<file path="src/hw/cesbd_pkg.sv">
// shared constants and types for the can error state and bus diagnostics block
package cesbd_pkg;

    // register byte offsets
    localparam logic [11:0] CESBD_OFS_ERR_COUNT = 12'h000;
    localparam logic [11:0] CESBD_OFS_DIAG_CNT = 12'h004;
    localparam logic [11:0] CESBD_OFS_DIAG_FLAGS = 12'h008;
    localparam logic [11:0] CESBD_OFS_CTRL = 12'h00C;

    // error state thresholds
    localparam logic [8:0] CESBD_BUS_OFF_LIMIT = 9'h0FF;
    localparam logic [8:0] CESBD_PASSIVE_LIMIT = 9'h07F;
    localparam logic [8:0] CESBD_WARN_LOW = 9'h05F;
    localparam logic [8:0] CESBD_WARN_HIGH = 9'h080;

    // status field positions in the error count register
    localparam int CESBD_POS_BUS_OFF = 21;
    localparam int CESBD_POS_TX_PASSIVE = 20;
    localparam int CESBD_POS_RX_PASSIVE = 19;
    localparam int CESBD_POS_TX_WARN = 18;
    localparam int CESBD_POS_RX_WARN = 17;
    localparam int CESBD_POS_ANY_WARN = 16;

    // diagnostic flag positions, upper half of the flags register
    localparam int CESBD_POS_DLC_MM = 31;
    localparam int CESBD_POS_ESI = 30;
    localparam int CESBD_POS_D_CRC = 29;
    localparam int CESBD_POS_D_STUFF = 28;
    localparam int CESBD_POS_D_FORM = 27;
    localparam int CESBD_POS_D_BIT1 = 25;
    localparam int CESBD_POS_D_BIT0 = 24;
    localparam int CESBD_POS_BO_EVT = 23;
    localparam int CESBD_POS_N_CRC = 21;
    localparam int CESBD_POS_N_STUFF = 20;
    localparam int CESBD_POS_N_FORM = 19;
    localparam int CESBD_POS_N_ACK = 18;
    localparam int CESBD_POS_N_BIT1 = 17;
    localparam int CESBD_POS_N_BIT0 = 16;

    // implemented flag bits (26 and 22 read zero)
    localparam logic [15:0] CESBD_FLAG_MASK = 16'hFBBF;

    // reset values
    localparam logic [7:0] CESBD_CNT_RESET = 8'h00;
    localparam logic [15:0] CESBD_MSG_RESET = 16'h0000;
    localparam logic [15:0] CESBD_FLAGS_RESET = 16'h0000;
    localparam logic CESBD_CFG_RESET = 1'b1;

    // one-cycle error events from the protocol engine
    typedef struct packed {
        logic dlc_mismatch;
        logic esi_seen;
        logic d_crc;
        logic d_stuff;
        logic d_form;
        logic d_bit1;
        logic d_bit0;
        logic bus_off_recovered;
        logic n_crc;
        logic n_stuff;
        logic n_form;
        logic n_ack;
        logic n_bit1;
        logic n_bit0;
        logic data_tx_err;
        logic data_rx_err;
        logic nom_tx_err;
        logic nom_rx_err;
        logic msg_ok;
    } cesbd_event_type;

    // fault confinement outputs
    typedef struct packed {
        logic bus_off_state;
        logic tx_error_passive;
        logic rx_error_passive;
        logic tx_warning;
        logic rx_warning;
        logic any_warning;
    } cesbd_state_type;

    // whole register state
    typedef struct packed {
        logic [7:0] data_phase_tx_err_count;
        logic [7:0] data_phase_rx_err_count;
        logic [7:0] nominal_tx_err_count;
        logic [7:0] nominal_rx_err_count;
        logic [15:0] flags;
        logic [15:0] error_free_message_count;
        logic config_mode;
        logic [31:0] prdata;
    } cesbd_regs_type;

endpackage

</file>
<file path="src/hw/cesbd_top.sv">
// error state flags, diagnostic counters and flags with an apb register port
`timescale 1ns/1ps
`default_nettype none

// Notes on behaviour
// - bus-off when transmit count above 255
// - configuration mode reports bus-off set
// - transmit error passive above 127
// - receive error passive above 127
// - transmit warning between 96 and 127
// - receive warning between 96 and 127
// - combined warning is either warning
// - counts shown in error count register
// - data phase transmit and receive counters
// - nominal phase transmit and receive counters
// - length mismatch flag on oversize DLC
// - flag set on received ESI bit
// - data phase crc stuff form bit flags
// - bus-off event flag on recovery
// - nominal crc error flag
// - nominal stuff error flag
// - nominal form error flag
// - acknowledge error flag
// - recessive bit error flag
// - dominant bit error flag
// - 16-bit error free message counter
// - unimplemented bits read zero
module cesbd_top
    import cesbd_pkg::*;
(
    input wire logic pclk, // 200 MHz clock
    input wire logic presetn, // async reset, low active
    input wire logic psel, // apb select
    input wire logic penable, // apb access phase
    input wire logic pwrite, // apb direction
    input wire logic [11:0] paddr, // apb byte address
    input wire logic [31:0] pwdata, // apb write data
    input wire logic [3:0] pstrb, // apb byte strobes
    output logic pready, // apb ready
    output logic [31:0] prdata, // apb read data
    output logic pslverr, // apb error on unmapped address
    input wire logic [8:0] transmit_error_count_in, // engine tx count, 9 bits
    input wire logic [7:0] receive_error_count_in, // engine rx count
    input wire cesbd_event_type events, // one-cycle events from engine
    output cesbd_state_type err_state // fault confinement flags
);

    cesbd_regs_type r_q;
    cesbd_regs_type r_d;
    logic [8:0] tx_cnt;
    logic [7:0] tx_cnt_shown;
    logic [8:0] rx_cnt_wide;
    logic [15:0] flag_set;
    logic [15:0] flag_wr;
    logic [31:0] cnt_wr;
    logic [31:0] err_word;
    logic mapped;
    logic wr_en;
    logic rd_en;
    cesbd_state_type st;

    // confinement state from the counts
    always_comb begin
        tx_cnt = transmit_error_count_in;
        rx_cnt_wide = {1'b0, receive_error_count_in};
        tx_cnt_shown = (tx_cnt > CESBD_BUS_OFF_LIMIT) ? 8'hFF : tx_cnt[7:0];
        st.bus_off_state = (tx_cnt > CESBD_BUS_OFF_LIMIT) || r_q.config_mode;
        st.tx_error_passive = tx_cnt > CESBD_PASSIVE_LIMIT;
        st.rx_error_passive = rx_cnt_wide > CESBD_PASSIVE_LIMIT;
        st.tx_warning = (tx_cnt > CESBD_WARN_LOW) && (tx_cnt < CESBD_WARN_HIGH);
        st.rx_warning = (rx_cnt_wide > CESBD_WARN_LOW) && (rx_cnt_wide < CESBD_WARN_HIGH);
        st.any_warning = st.tx_warning || st.rx_warning;
    end

    assign err_state = st;

    // error count register image
    always_comb begin
        err_word = 32'h0000_0000;
        err_word[CESBD_POS_BUS_OFF] = st.bus_off_state;
        err_word[CESBD_POS_TX_PASSIVE] = st.tx_error_passive;
        err_word[CESBD_POS_RX_PASSIVE] = st.rx_error_passive;
        err_word[CESBD_POS_TX_WARN] = st.tx_warning;
        err_word[CESBD_POS_RX_WARN] = st.rx_warning;
        err_word[CESBD_POS_ANY_WARN] = st.any_warning;
        err_word[15:8] = tx_cnt_shown;
        err_word[7:0] = receive_error_count_in;
    end

    // event vector in flag register order
    always_comb begin
        flag_set = 16'h0000;
        flag_set[CESBD_POS_DLC_MM - 16] = events.dlc_mismatch;
        flag_set[CESBD_POS_ESI - 16] = events.esi_seen;
        flag_set[CESBD_POS_D_CRC - 16] = events.d_crc;
        flag_set[CESBD_POS_D_STUFF - 16] = events.d_stuff;
        flag_set[CESBD_POS_D_FORM - 16] = events.d_form;
        flag_set[CESBD_POS_D_BIT1 - 16] = events.d_bit1;
        flag_set[CESBD_POS_D_BIT0 - 16] = events.d_bit0;
        flag_set[CESBD_POS_BO_EVT - 16] = events.bus_off_recovered;
        flag_set[CESBD_POS_N_CRC - 16] = events.n_crc;
        flag_set[CESBD_POS_N_STUFF - 16] = events.n_stuff;
        flag_set[CESBD_POS_N_FORM - 16] = events.n_form;
        flag_set[CESBD_POS_N_ACK - 16] = events.n_ack;
        flag_set[CESBD_POS_N_BIT1 - 16] = events.n_bit1;
        flag_set[CESBD_POS_N_BIT0 - 16] = events.n_bit0;
    end

    // apb decode, zero wait states
    always_comb begin
        mapped = (paddr == CESBD_OFS_ERR_COUNT) || (paddr == CESBD_OFS_DIAG_CNT) ||
                 (paddr == CESBD_OFS_DIAG_FLAGS) || (paddr == CESBD_OFS_CTRL);
        wr_en = psel && penable && pwrite && mapped;
        rd_en = psel && !penable && !pwrite;
    end

    assign pready = 1'b1;
    assign pslverr = psel && penable && !mapped;
    assign prdata = r_q.prdata;

    // per-byte strobes expanded over the write data
    genvar gi;
    generate
        for (gi = 0; gi < 4; gi++) begin : g_strb
            assign cnt_wr[gi*8 +: 8] = {8{pstrb[gi]}};
        end
    endgenerate
    assign flag_wr = cnt_wr[31:16] & CESBD_FLAG_MASK;

    // saturating increment
    function automatic logic [7:0] sat_inc8(input logic [7:0] v, input logic e);
        sat_inc8 = (e && v != 8'hFF) ? v + 8'h01 : v;
    endfunction

    // next state of all registers
    always_comb begin
        r_d = r_q;
        r_d.data_phase_tx_err_count =
            sat_inc8(r_q.data_phase_tx_err_count, events.data_tx_err);
        r_d.data_phase_rx_err_count =
            sat_inc8(r_q.data_phase_rx_err_count, events.data_rx_err);
        r_d.nominal_tx_err_count =
            sat_inc8(r_q.nominal_tx_err_count, events.nom_tx_err);
        r_d.nominal_rx_err_count =
            sat_inc8(r_q.nominal_rx_err_count, events.nom_rx_err);
        if (events.msg_ok && r_q.error_free_message_count != 16'hFFFF) begin
            r_d.error_free_message_count = r_q.error_free_message_count + 16'h0001;
        end
        // a software write to a counter overrides this cycle's increment
        if (wr_en && paddr == CESBD_OFS_DIAG_CNT) begin
            r_d.data_phase_tx_err_count = (pwdata[31:24] & cnt_wr[31:24]) |
                (r_q.data_phase_tx_err_count & ~cnt_wr[31:24]);
            r_d.data_phase_rx_err_count = (pwdata[23:16] & cnt_wr[23:16]) |
                (r_q.data_phase_rx_err_count & ~cnt_wr[23:16]);
            r_d.nominal_tx_err_count = (pwdata[15:8] & cnt_wr[15:8]) |
                (r_q.nominal_tx_err_count & ~cnt_wr[15:8]);
            r_d.nominal_rx_err_count = (pwdata[7:0] & cnt_wr[7:0]) |
                (r_q.nominal_rx_err_count & ~cnt_wr[7:0]);
        end
        r_d.flags = r_q.flags;
        if (wr_en && paddr == CESBD_OFS_DIAG_FLAGS) begin
            r_d.flags = (r_q.flags & ~flag_wr) | (pwdata[31:16] & flag_wr);
            r_d.error_free_message_count = (pwdata[15:0] & cnt_wr[15:0]) |
                (r_q.error_free_message_count & ~cnt_wr[15:0]);
        end
        r_d.flags = (r_d.flags | flag_set) & CESBD_FLAG_MASK;
        if (wr_en && paddr == CESBD_OFS_CTRL && pstrb[0]) begin
            r_d.config_mode = pwdata[0];
        end
        // read data latched in the setup cycle
        if (rd_en) begin
            case (paddr)
                CESBD_OFS_ERR_COUNT: r_d.prdata = err_word;
                CESBD_OFS_DIAG_CNT: r_d.prdata = {r_q.data_phase_tx_err_count,
                    r_q.data_phase_rx_err_count, r_q.nominal_tx_err_count,
                    r_q.nominal_rx_err_count};
                CESBD_OFS_DIAG_FLAGS: r_d.prdata = {r_q.flags,
                    r_q.error_free_message_count};
                CESBD_OFS_CTRL: r_d.prdata = {31'h0000_0000, r_q.config_mode};
                default: r_d.prdata = 32'h0000_0000;
            endcase
        end
    end

    // state register
    always_ff @(posedge pclk or negedge presetn) begin
        if (!presetn) begin
            r_q.data_phase_tx_err_count <= CESBD_CNT_RESET;
            r_q.data_phase_rx_err_count <= CESBD_CNT_RESET;
            r_q.nominal_tx_err_count <= CESBD_CNT_RESET;
            r_q.nominal_rx_err_count <= CESBD_CNT_RESET;
            r_q.flags <= CESBD_FLAGS_RESET;
            r_q.error_free_message_count <= CESBD_MSG_RESET;
            r_q.config_mode <= CESBD_CFG_RESET;
            r_q.prdata <= 32'h0000_0000;
        end else begin
            r_q <= r_d;
        end
    end

endmodule // cesbd_top

`default_nettype wire

</file>
<file path="config.mk">
export PLATFORM = sky130hd
export DESIGN_NAME = cesbd_top
export DESIGN_NICKNAME = d
export VERILOG_FILES = /design/src/hw/cesbd_pkg.sv /design/src/hw/cesbd_top.sv
export SDC_FILE = /design/constraint.sdc
export NUM_CORES = 1
export LEC_CHECK = 0
export ABC_AREA = 1
export BUFFER_PORTS_ARGS = -buffer_cell sky130_fd_sc_hd__clkbuf_2
export CAP_MARGIN = 10
export CORE_MARGIN = 2
export CORE_UTILIZATION = 48
export DETAILED_ROUTE_END_ITERATION = 6
export PLACE_DENSITY = 0.71
export SKIP_CTS_REPAIR_TIMING = 1
export SLEW_MARGIN = 10
export SYNTH_ARGS = -nofsm -noshare
export SYNTH_HDL_FRONTEND = slang
export SYNTH_SLANG_ARGS = --single-unit
export TNS_END_PERCENT = 100
</file>
<file path="constraint.sdc">
create_clock -name pclk -period 2.01 [get_ports pclk]
set_input_delay 0.402 -clock pclk [delete_from_list [all_inputs] [get_ports pclk]]
set_output_delay 0.402 -clock pclk [all_outputs]
set_load 0.02 [all_outputs]
</file>
==> flow_metrics.tcl, run 1 <==
set metrics [dict create \
    run_status "completed" \
    layout_common_cells "nand2_1, clkbuf_2, dfrtp_1, inv_1, nand3_1" \
    cp_num_buf_inv 3 \
    viasPerCell 5.341 \
    wire_per_inst_um 15.57 \
    critical_path_arrival_ps 1400 \
    start_util_pct 49.29 \
    critPathSlowestCell "nor2_8" \
    cts_max_path_buffers 2 \
    postRouteAntennaNets 0 \
    io_pins 129 \
    detailed_router_iteration_count_before_antenna_repair 5 \
    drt-total-wl_um 20160 \
    post_dp_cell_area_sq_um 7640 \
    number_of_antenna_violations_at_the_first_check_in_global_routing 0 \
    critPathLaunchType "input port" \
    die-width_um 123.4 \
    top_layer_used "met4" \
    number_of_global_route_vias_before_repair 6373 \
    layout.filler_cells 1376 \
    number_of_warnings_reported_in_the_yosys_synthesis_log 0 \
    h-tree-depth 3 \
    tritoncts.num_buffers 9 \
    p_int_w 0.003732 \
    worst_setup_path_endpoint "pslverr" \
    syn2layout_area_growth_pct 16.51 \
    timing.critical_path.required_ps 1610 \
    detailedPlacementHpwl_um 14680 \
    clock-root-buffer "clkbuf_16" \
    die_h_um 123.4 \
    post_synth_main_area_contributors "dfrtp_1, nand2_1, nand3_1, nand4_1, inv_1" \
    comb_power_share_pct 21.6 \
    die_area_sq_um 15220 \
    hp-class "input port to register" \
    track_usage_pct 27.55 \
    regToRegSetupSlack_ps 220 \
    clk_latency_ps 360 \
    crit_path_end_kind "output pin" \
    layout.cells.most_common "nand2_1" \
    setup_crit_start "paddr[9]" \
    vdd_ir_drop_max_mv 0.3388 \
    post_synth.cell_area_avg_sq_um 6.781 \
    ys_seq_area_share_pct 34.77 \
    worstPathMaxFanout 15 \
    unrepaired_setup_endpoints_after_global_routing "no" \
    global_route_wire_length_before_repair_um 32150 \
    layout.cell_area.non_filler_sq_um 7971 \
    p_sw_w 0.001773 \
    power_density_nw_per_um2 690.6 \
    grt_max_degree 66 \
    minimum_clock_period_ps 1799 \
    clock_skew_ps 6.826 \
    overflow 0 \
    clockPowerShare_pct 34.6 \
    timing_hold_violations_final 0 \
    dr.first_iter.drc_count 594 \
    total_standard_cell_area_after_synthesis_sq_um 6842 \
    ff_latch_area_sq_um 2379 \
    finish.cell_count_without_fillers 1295 \
    place.port_buffers 127 \
    place.detailed.instances 1279 \
    worst-setup-path-type "input port to output pin" \
    worst-path-stages 9 \
    synthesis.nets 1103 \
    cts.sinks 95 \
    gp_congestion 0.9392 \
    synthDominantCellAreaShare_pct 34.38 \
    route.detailed.drc 0 \
    slew_viol_final 0 \
    multi_input_area_sq_um 3593 \
    p_leak_nw 4.535 \
    synthesis.instances 1009 \
    core_sq_um 13880 \
    met3_wirelength_um 1380 \
    crit_family "simple AND/OR/NAND/NOR gates" \
    timing.hold.ws_ps 229.5 \
    ff2ff_path_depth 10 \
    cts_tree "built" \
    power_switching_share_pct 32.21 \
    total_number_of_nets_in_the_final_design 1205 \
    vias 6917 \
    yosys_register_bits 95 \
    power_frac_seq_pct 43.9 \
    wl_met2_um 9231 \
    layout.core_utilization_pct 57.43 \
    worstPathCellList "clkbuf_2 > nor2_1 > nand2_2 > nor2_8 > o21ai_2 > nand2_4 > buf_12 > nor2_1 > clkbuf_2" \
    layout-drive-gt1-share_pct 20.36 \
    max_stage_delay_ps 150 \
    biggest_area_consumer_among_synthesized_cells "dfrtp_1" \
    antenna-diode-count 0 \
    drv_cap 0 \
    period_utilisation_layout_pct 89.51 \
    final-setup-viol-count 0 \
    route.layer.met1.wl_um 9160 \
    fin_setup_tns_ps 0 \
    num_rows 43 \
    worst_setup_hold_path_clk_slew_ps 70 \
    max_freq_mhz 555.8 \
    netlist-cell-type-count 40 \
]
==> metrics by stage <==
| step | total power, W | setup WS, ps |
|---|---|---|
| 4_1_cts | 0.005502 | 201.6 |
| 6_report | 0.005505 | 210.9 |
| 3_5_place_dp | 0.003603 | 34.48 |
| 3_3_place_gp | 0.003581 | 67.67 |
| 5_1_grt | 0.005810 | 21.99 |
| 2_1_floorplan | 0.003212 | 157.9 |
==> area by class of cell <==
type	count	area share, %
inverters	101	4.756
flip-flops and latches	95	29.84
repair buffers	173	13.47
clock buffers	10	2.998
clock inverters	5	1.036
multi-input cells	731	45.08
well taps	180	2.825
==> synthesized netlist by cell type, drive strengths merged <==
cell type / number
a31o: 1
o21a: 3
xnor2: 1
dfrtp: 94
o221ai: 4
inv: 100
buf: 58
nand3b: 14
o21ai: 44
clkbuf: 24
nand4: 62
nor3: 8
nand2: 395
nand3: 87
o211ai: 1
conb: 1
a21boi: 2
or2: 1
clkinv: 1
nor2: 52
ha: 5
o22ai: 11
xor2: 30
a21oi: 8
and3: 1
dfstp: 1
==> worst min-delay path by stage <==
| stage | from | end | slack [ps] | cells after the start |
|---|---|---|---|---|
| global placement | presetn | async pin | 260 | 1 |
| global route | events[16] | r_q[62] | 240 | 2 |
| floorplan | presetn | async pin | 110 | 0 |
| finish | events[15] | r_q[61] | 230 | 2 |
| CTS | presetn | r_q[63] | -120 | 1 |
| detailed placement | presetn | async pin | 260 | 1 |
==> worst register-to-register path, cell delays in order (launching register included) <==
cell and delay [ps]:
dfrtp_1 430, ha_1 230, nand3_1 130, nor2_1 160
nand2_1 60, nor2_1 130, a21boi_0 150, nand2_2 120
nand2_2 130, nand2_1 90, nand2_1 50
==> metal layers <==
layer	vias to the layer above	GRT usage [%]
met5	-	0
met4	0	7.386
met3	30	3.921
met2	259	43.61
met1	3210	39.44
li1	3418	-
==> power by group through the flow <==
stage          registers (W)  clock network (W)  logic [W]
2_1_floorplan        0.00235                  0   0.000866
3_3_place_gp         0.00243                  0    0.00115
3_5_place_dp         0.00244                  0    0.00117
4_1_cts              0.00240            0.00192    0.00118
5_1_grt              0.00244            0.00199    0.00138
6_report             0.00242            0.00190    0.00119
==> cell families after synthesis <==
family	after synthesis	synth area share, %
buf+inv	183	12.73
flops	95	34.77
xor+xnor	31	3.969
other cells	1	0.05481
fa+ha+maj	5	0.9144
simple gates	620	41.35
compound gates	74	6.218
(Power assumes the default switching activity.)
==> inputs of run 2 (changes only) <==
- PLACE_DENSITY: 0.71 -> 0.68
- SKIP_LAST_GASP: unset -> 1
- SLEW_MARGIN: 10 -> 40
==> run 2 against run 1 <==
Register-to-register slack about the same. Hold slack worse by 220 ps. Clock power is 4% higher. Design area barely moved. Combinational power about the same. Via count shrank 0.61%. Critical path type unchanged.
==> flow_metrics.tcl, run 2 (synthesized netlist as in run 1, its figures left out) <==
set metrics [dict create \
    run_status "completed" \
    syn2layout_area_growth_pct 16.57 \
    num_rows 43 \
    vdd_ir_drop_max_mv 0.3747 \
    route.detailed.drc 0 \
    layout-drive-gt1-share_pct 20.16 \
    die_h_um 123.4 \
    vias 6875 \
    cts_tree "built" \
    die_area_sq_um 15220 \
    layout_common_cells "nand2_1, clkbuf_2, dfrtp_1, inv_1, nand3_1" \
    postRouteAntennaNets 0 \
    antenna-diode-count 0 \
    worstPathMaxFanout 15 \
    number_of_global_route_vias_before_repair 6311 \
    layout.cell_area.non_filler_sq_um 7975 \
    die-width_um 123.4 \
    grt_max_degree 64 \
    layout.core_utilization_pct 57.45 \
    drv_cap 0 \
    post_dp_cell_area_sq_um 7635 \
    timing.hold.ws_ps 8.743 \
    place.detailed.instances 1275 \
    timing.critical_path.required_ps 1610 \
    design_power_total_w 0.005577 \
    max_freq_mhz 543.1 \
    track_usage_pct 27.75 \
    cts.sinks 95 \
    layout.filler_cells 1414 \
    dr.first_iter.drc_count 711 \
    number_of_antenna_violations_at_the_first_check_in_global_routing 0 \
    gp_congestion 0.9359 \
    viasPerCell 5.325 \
    power_density_nw_per_um2 699.2 \
    tritoncts.num_buffers 9 \
    global_route_wire_length_before_repair_um 32290 \
    worstPathCellList "clkbuf_2 > inv_2 > nand2_1 > nor2_1 > o21ai_2 > nand2_4 > nor2_1 > clkbuf_2" \
    worst_setup_hold_path_clk_slew_ps 70 \
    clock-root-buffer "clkbuf_16" \
    critPathLaunchType "input port" \
    critPathSlowestCell "o21ai_2" \
    minimum_clock_period_ps 1841 \
    total_number_of_nets_in_the_final_design 1200 \
    drt-total-wl_um 20400 \
    io_pins 129 \
    slew_viol_final 0 \
    crit_path_end_kind "output pin" \
    critical_path_arrival_ps 1440 \
    hp-class "input port to async pin" \
    layout.cells.most_common "nand2_1" \
    core_sq_um 13880 \
    unrepaired_setup_endpoints_after_global_routing "no" \
    max_stage_delay_ps 190 \
    worst-setup-path-type "input port to output pin" \
    clk_latency_ps 350 \
    final-setup-viol-count 0 \
    wire_per_inst_um 15.80 \
    detailedPlacementHpwl_um 15000 \
    h-tree-depth 3 \
    cts_max_path_buffers 2 \
    place.port_buffers 127 \
    detailed_router_iteration_count_before_antenna_repair 5 \
    timing_hold_violations_final 0 \
    ff_latch_area_sq_um 2379 \
    start_util_pct 49.29 \
    multi_input_area_sq_um 3593 \
    clock_skew_ps 8.649 \
    overflow 0 \
    finish.cell_count_without_fillers 1291 \
    p_leak_nw 4.540 \
    period_utilisation_layout_pct 91.60 \
]
==> run 2: changes by cell type in the layout (fill, tap and decap cells not counted), sizes merged <==
cell	change
buf	-4
clkbuf	+1
clkinv	-3
clkinvlp	+1
dlygate4sd3	-1
inv	+2
==> run 2: layout make-up <==
cell class	instances	area share (%)
clock buffers	11	3.169
clock inverters	5	1.098
inverters	101	4.754
multi-input cells	731	45.06
flip-flops and latches	95	29.82
well taps	180	2.824
repair buffers	168	13.27
==> run 2: final timing paths <==
check,startpoint,end,slack [ps],depth (start not counted)
max in group asynchronous,presetn,async pin,1650,2
min,presetn,async pin,9,2
min in group pclk,events[15],r_q[61],230,2
max reg2reg,register,register,230,8
max,paddr[0],pslverr,170,8
min reg2reg,prdata[8],prdata[8],480,2
==> run 2: where the power goes <==
part / leakage (nW) / internal [W] / switching (W)
Clock: 0.164 / 0.00117 / 0.000806
Sequential: 1.22 / 0.00212 / 0.000288
Combinational: 3.16 / 0.000488 / 0.000698
Total: 4.54 / 0.00378 / 0.00179
==> run 2: stage by stage <==
step | setup TNS, ps | worst slack, ps
floorplan | 0 | 157.9
global placement | 0 | 53.59
detailed placement | -842.3 | -70.39
CTS | 0 | 147.4
global route | 0 | 57.55
finish | 0 | 168.9
==> run 2: layer usage <==
metal / GRT usage (%) / part of all wire [%]
met5: 0 / 0
met4: 9.091 / 1.9
met3: 4.659 / 7.4
met2: 43.30 / 46
met1: 39.11 / 45
==> run 2: worst max-delay path: cells and delay by family <==
kind	cells	cell delay, ps
AND/OR/NAND/NOR	4	530
buffers and inverters	3	320
AO/OA/AOI/OAI	1	190
==> inputs of run 3 (changes only) <==
- CORE_MARGIN: 2 -> 8
==> run 3 against run 2 <==
The flow now finishes with violations (negative hold slack). Total power is 4.7% lower. Via count down 0.44%. First-iteration DRC count down 23%. Highest routed layer unchanged.
==> flow_metrics.tcl, run 3 (synthesized netlist as in run 1, its figures left out) <==
set metrics [dict create \
    layout-drive-gt1-share_pct 19.98 \
    overflow 0 \
    finish.cell_count_without_fillers 1291 \
    preCtsSetupSlack_ps 53.08 \
    worst-setup-path-type "register to register" \
    final-setup-viol-count 0 \
    postRouteAntennaNets 0 \
    vdd_ir_drop_max_mv 0.3676 \
    track_usage_pct 22.86 \
    clock_skew_ps 6.131 \
    power_density_nw_per_um2 670.7 \
    die_h_um 135.4 \
    layout.filler_cells 1390 \
    cts_tree "built" \
    layout.cells.most_common "nand2_1" \
    p_leak_nw 4.512 \
    timing.hold.ws_ps -16.90 \
    unrepaired_setup_endpoints_after_global_routing "no" \
    minimum_clock_period_ps 1791 \
    number_of_global_route_vias_before_repair 6567 \
    drt-total-wl_um 20470 \
    tritoncts.num_buffers 9 \
    die-width_um 135.4 \
    drv_cap 0 \
    number_of_antenna_violations_at_the_first_check_in_global_routing 0 \
    detailedPlacementHpwl_um 15470 \
    core_sq_um 13880 \
    cts.sinks 95 \
    num_rows 43 \
    critPathLaunchType "register" \
    layout_common_cells "nand2_1, clkbuf_2, dfrtp_1, inv_1, nand3_1" \
    global_route_wire_length_before_repair_um 33420 \
    critical_path_arrival_ps 2030 \
    grt_max_degree 41 \
    period_utilisation_layout_pct 89.12 \
    h-tree-depth 3 \
    worst_setup_hold_path_clk_slew_ps 60 \
    fin_setup_tns_ps 0 \
    slew_viol_final 0 \
    syn2layout_area_growth_pct 15.76 \
    start_util_pct 49.29 \
    place.detailed.instances 1276 \
    run_status "complete, but fails checks" \
    io_pins 129 \
    place.port_buffers 127 \
    ff2ff_path_depth 10 \
    antenna-diode-count 0 \
    clk_latency_ps 350 \
    wire_per_inst_um 15.85 \
    hp-class "input port to async pin" \
    dr.first_iter.drc_count 548 \
    worstPathMaxFanout 4 \
    vias 6845 \
    cts_max_path_buffers 2 \
    regToRegSetupSlack_ps 220 \
    viasPerCell 5.302 \
    max_freq_mhz 558.3 \
    timing.critical_path.required_ps 2250 \
    timing_hold_violations_final 24 \
    clock-root-buffer "clkbuf_16" \
    violations "negative hold slack" \
    crit_path_end_kind "register" \
    gp_congestion 0.9157 \
    die_area_sq_um 18330 \
    layout.core_utilization_pct 57.06 \
    total_number_of_nets_in_the_final_design 1201 \
    smallest_setup_slack_after_layout_ps 218.8 \
    route.detailed.drc 0 \
    detailed_router_iteration_count_before_antenna_repair 5 \
]
==> run 3: cell types whose count changed in the layout (fill, tap and decap cells not counted), sizes merged <==
cell and delta:
clkinvlp -1, inv -2, bufinv -1, buf +1, clkbuf +1, clkinv +2
==> run 3: per-layer routing <==
| layer | up-vias | global-route usage, % | part of all wire (%) |
|---|---|---|---|
| li1 | 3419 | - | - |
| met1 | 3184 | 31.83 | 46 |
| met2 | 224 | 35.74 | 45 |
| met3 | 18 | 3.709 | 6.7 |
| met4 | 0 | 6.724 | 1.4 |
| met5 | - | 0 | 0 |
==> run 3: how the worst max path moves through the flow <==
stage	endpoint	slack [ps]	start
after global routing	register	90	register
after floorplan	pslverr	160	paddr[0]
after global placement	register	90	paddr[11]
final	register	220	register
after detailed placement	register	50	paddr[11]
after CTS	register	260	register
==> run 3: critical path, cell delays in order (launching register included) <==
cell      delay, ps
dfrtp_1         430
ha_1            230
nand3_1         130
nor2_1           70
nand2_1          60
nor2_1           50
a21boi_0        310
nand2_2         120
buf_4           160
nand3_1          70
nand2_1          60
==> run 3: report_power, final <==
part	switching (W)	internal [W]	total [W]
registers	0.000288	0.00212	0.00241
logic	0.000686	0.000484	0.00117
clock network	0.000736	0.000993	0.00173
total	0.00171	0.00360	0.00531
==> run 3: layout make-up <==
| cell class | count | area, sq um | area share [%] |
|---|---|---|---|
| timing repair buffer | 169 | 1054 | 13.30 |
| tap | 180 | 225.2 | 2.844 |
| clock buffer | 12 | 246.5 | 3.112 |
| multi-input combinational | 731 | 3593 | 45.37 |
| inverter | 101 | 379.1 | 4.787 |
| sequential | 95 | 2379 | 30.03 |
| clock inverter | 3 | 43.79 | 0.5529 |
==> run 3: stage by stage <==
step | instance area, sq um | power (W)
final | 7920 | 0.005312
after global routing | 7920 | 0.005634
after CTS | 7920 | 0.005332
after detailed placement | 7630 | 0.003599
after global placement | 7630 | 0.003586
after floorplan | 6842 | 0.003212
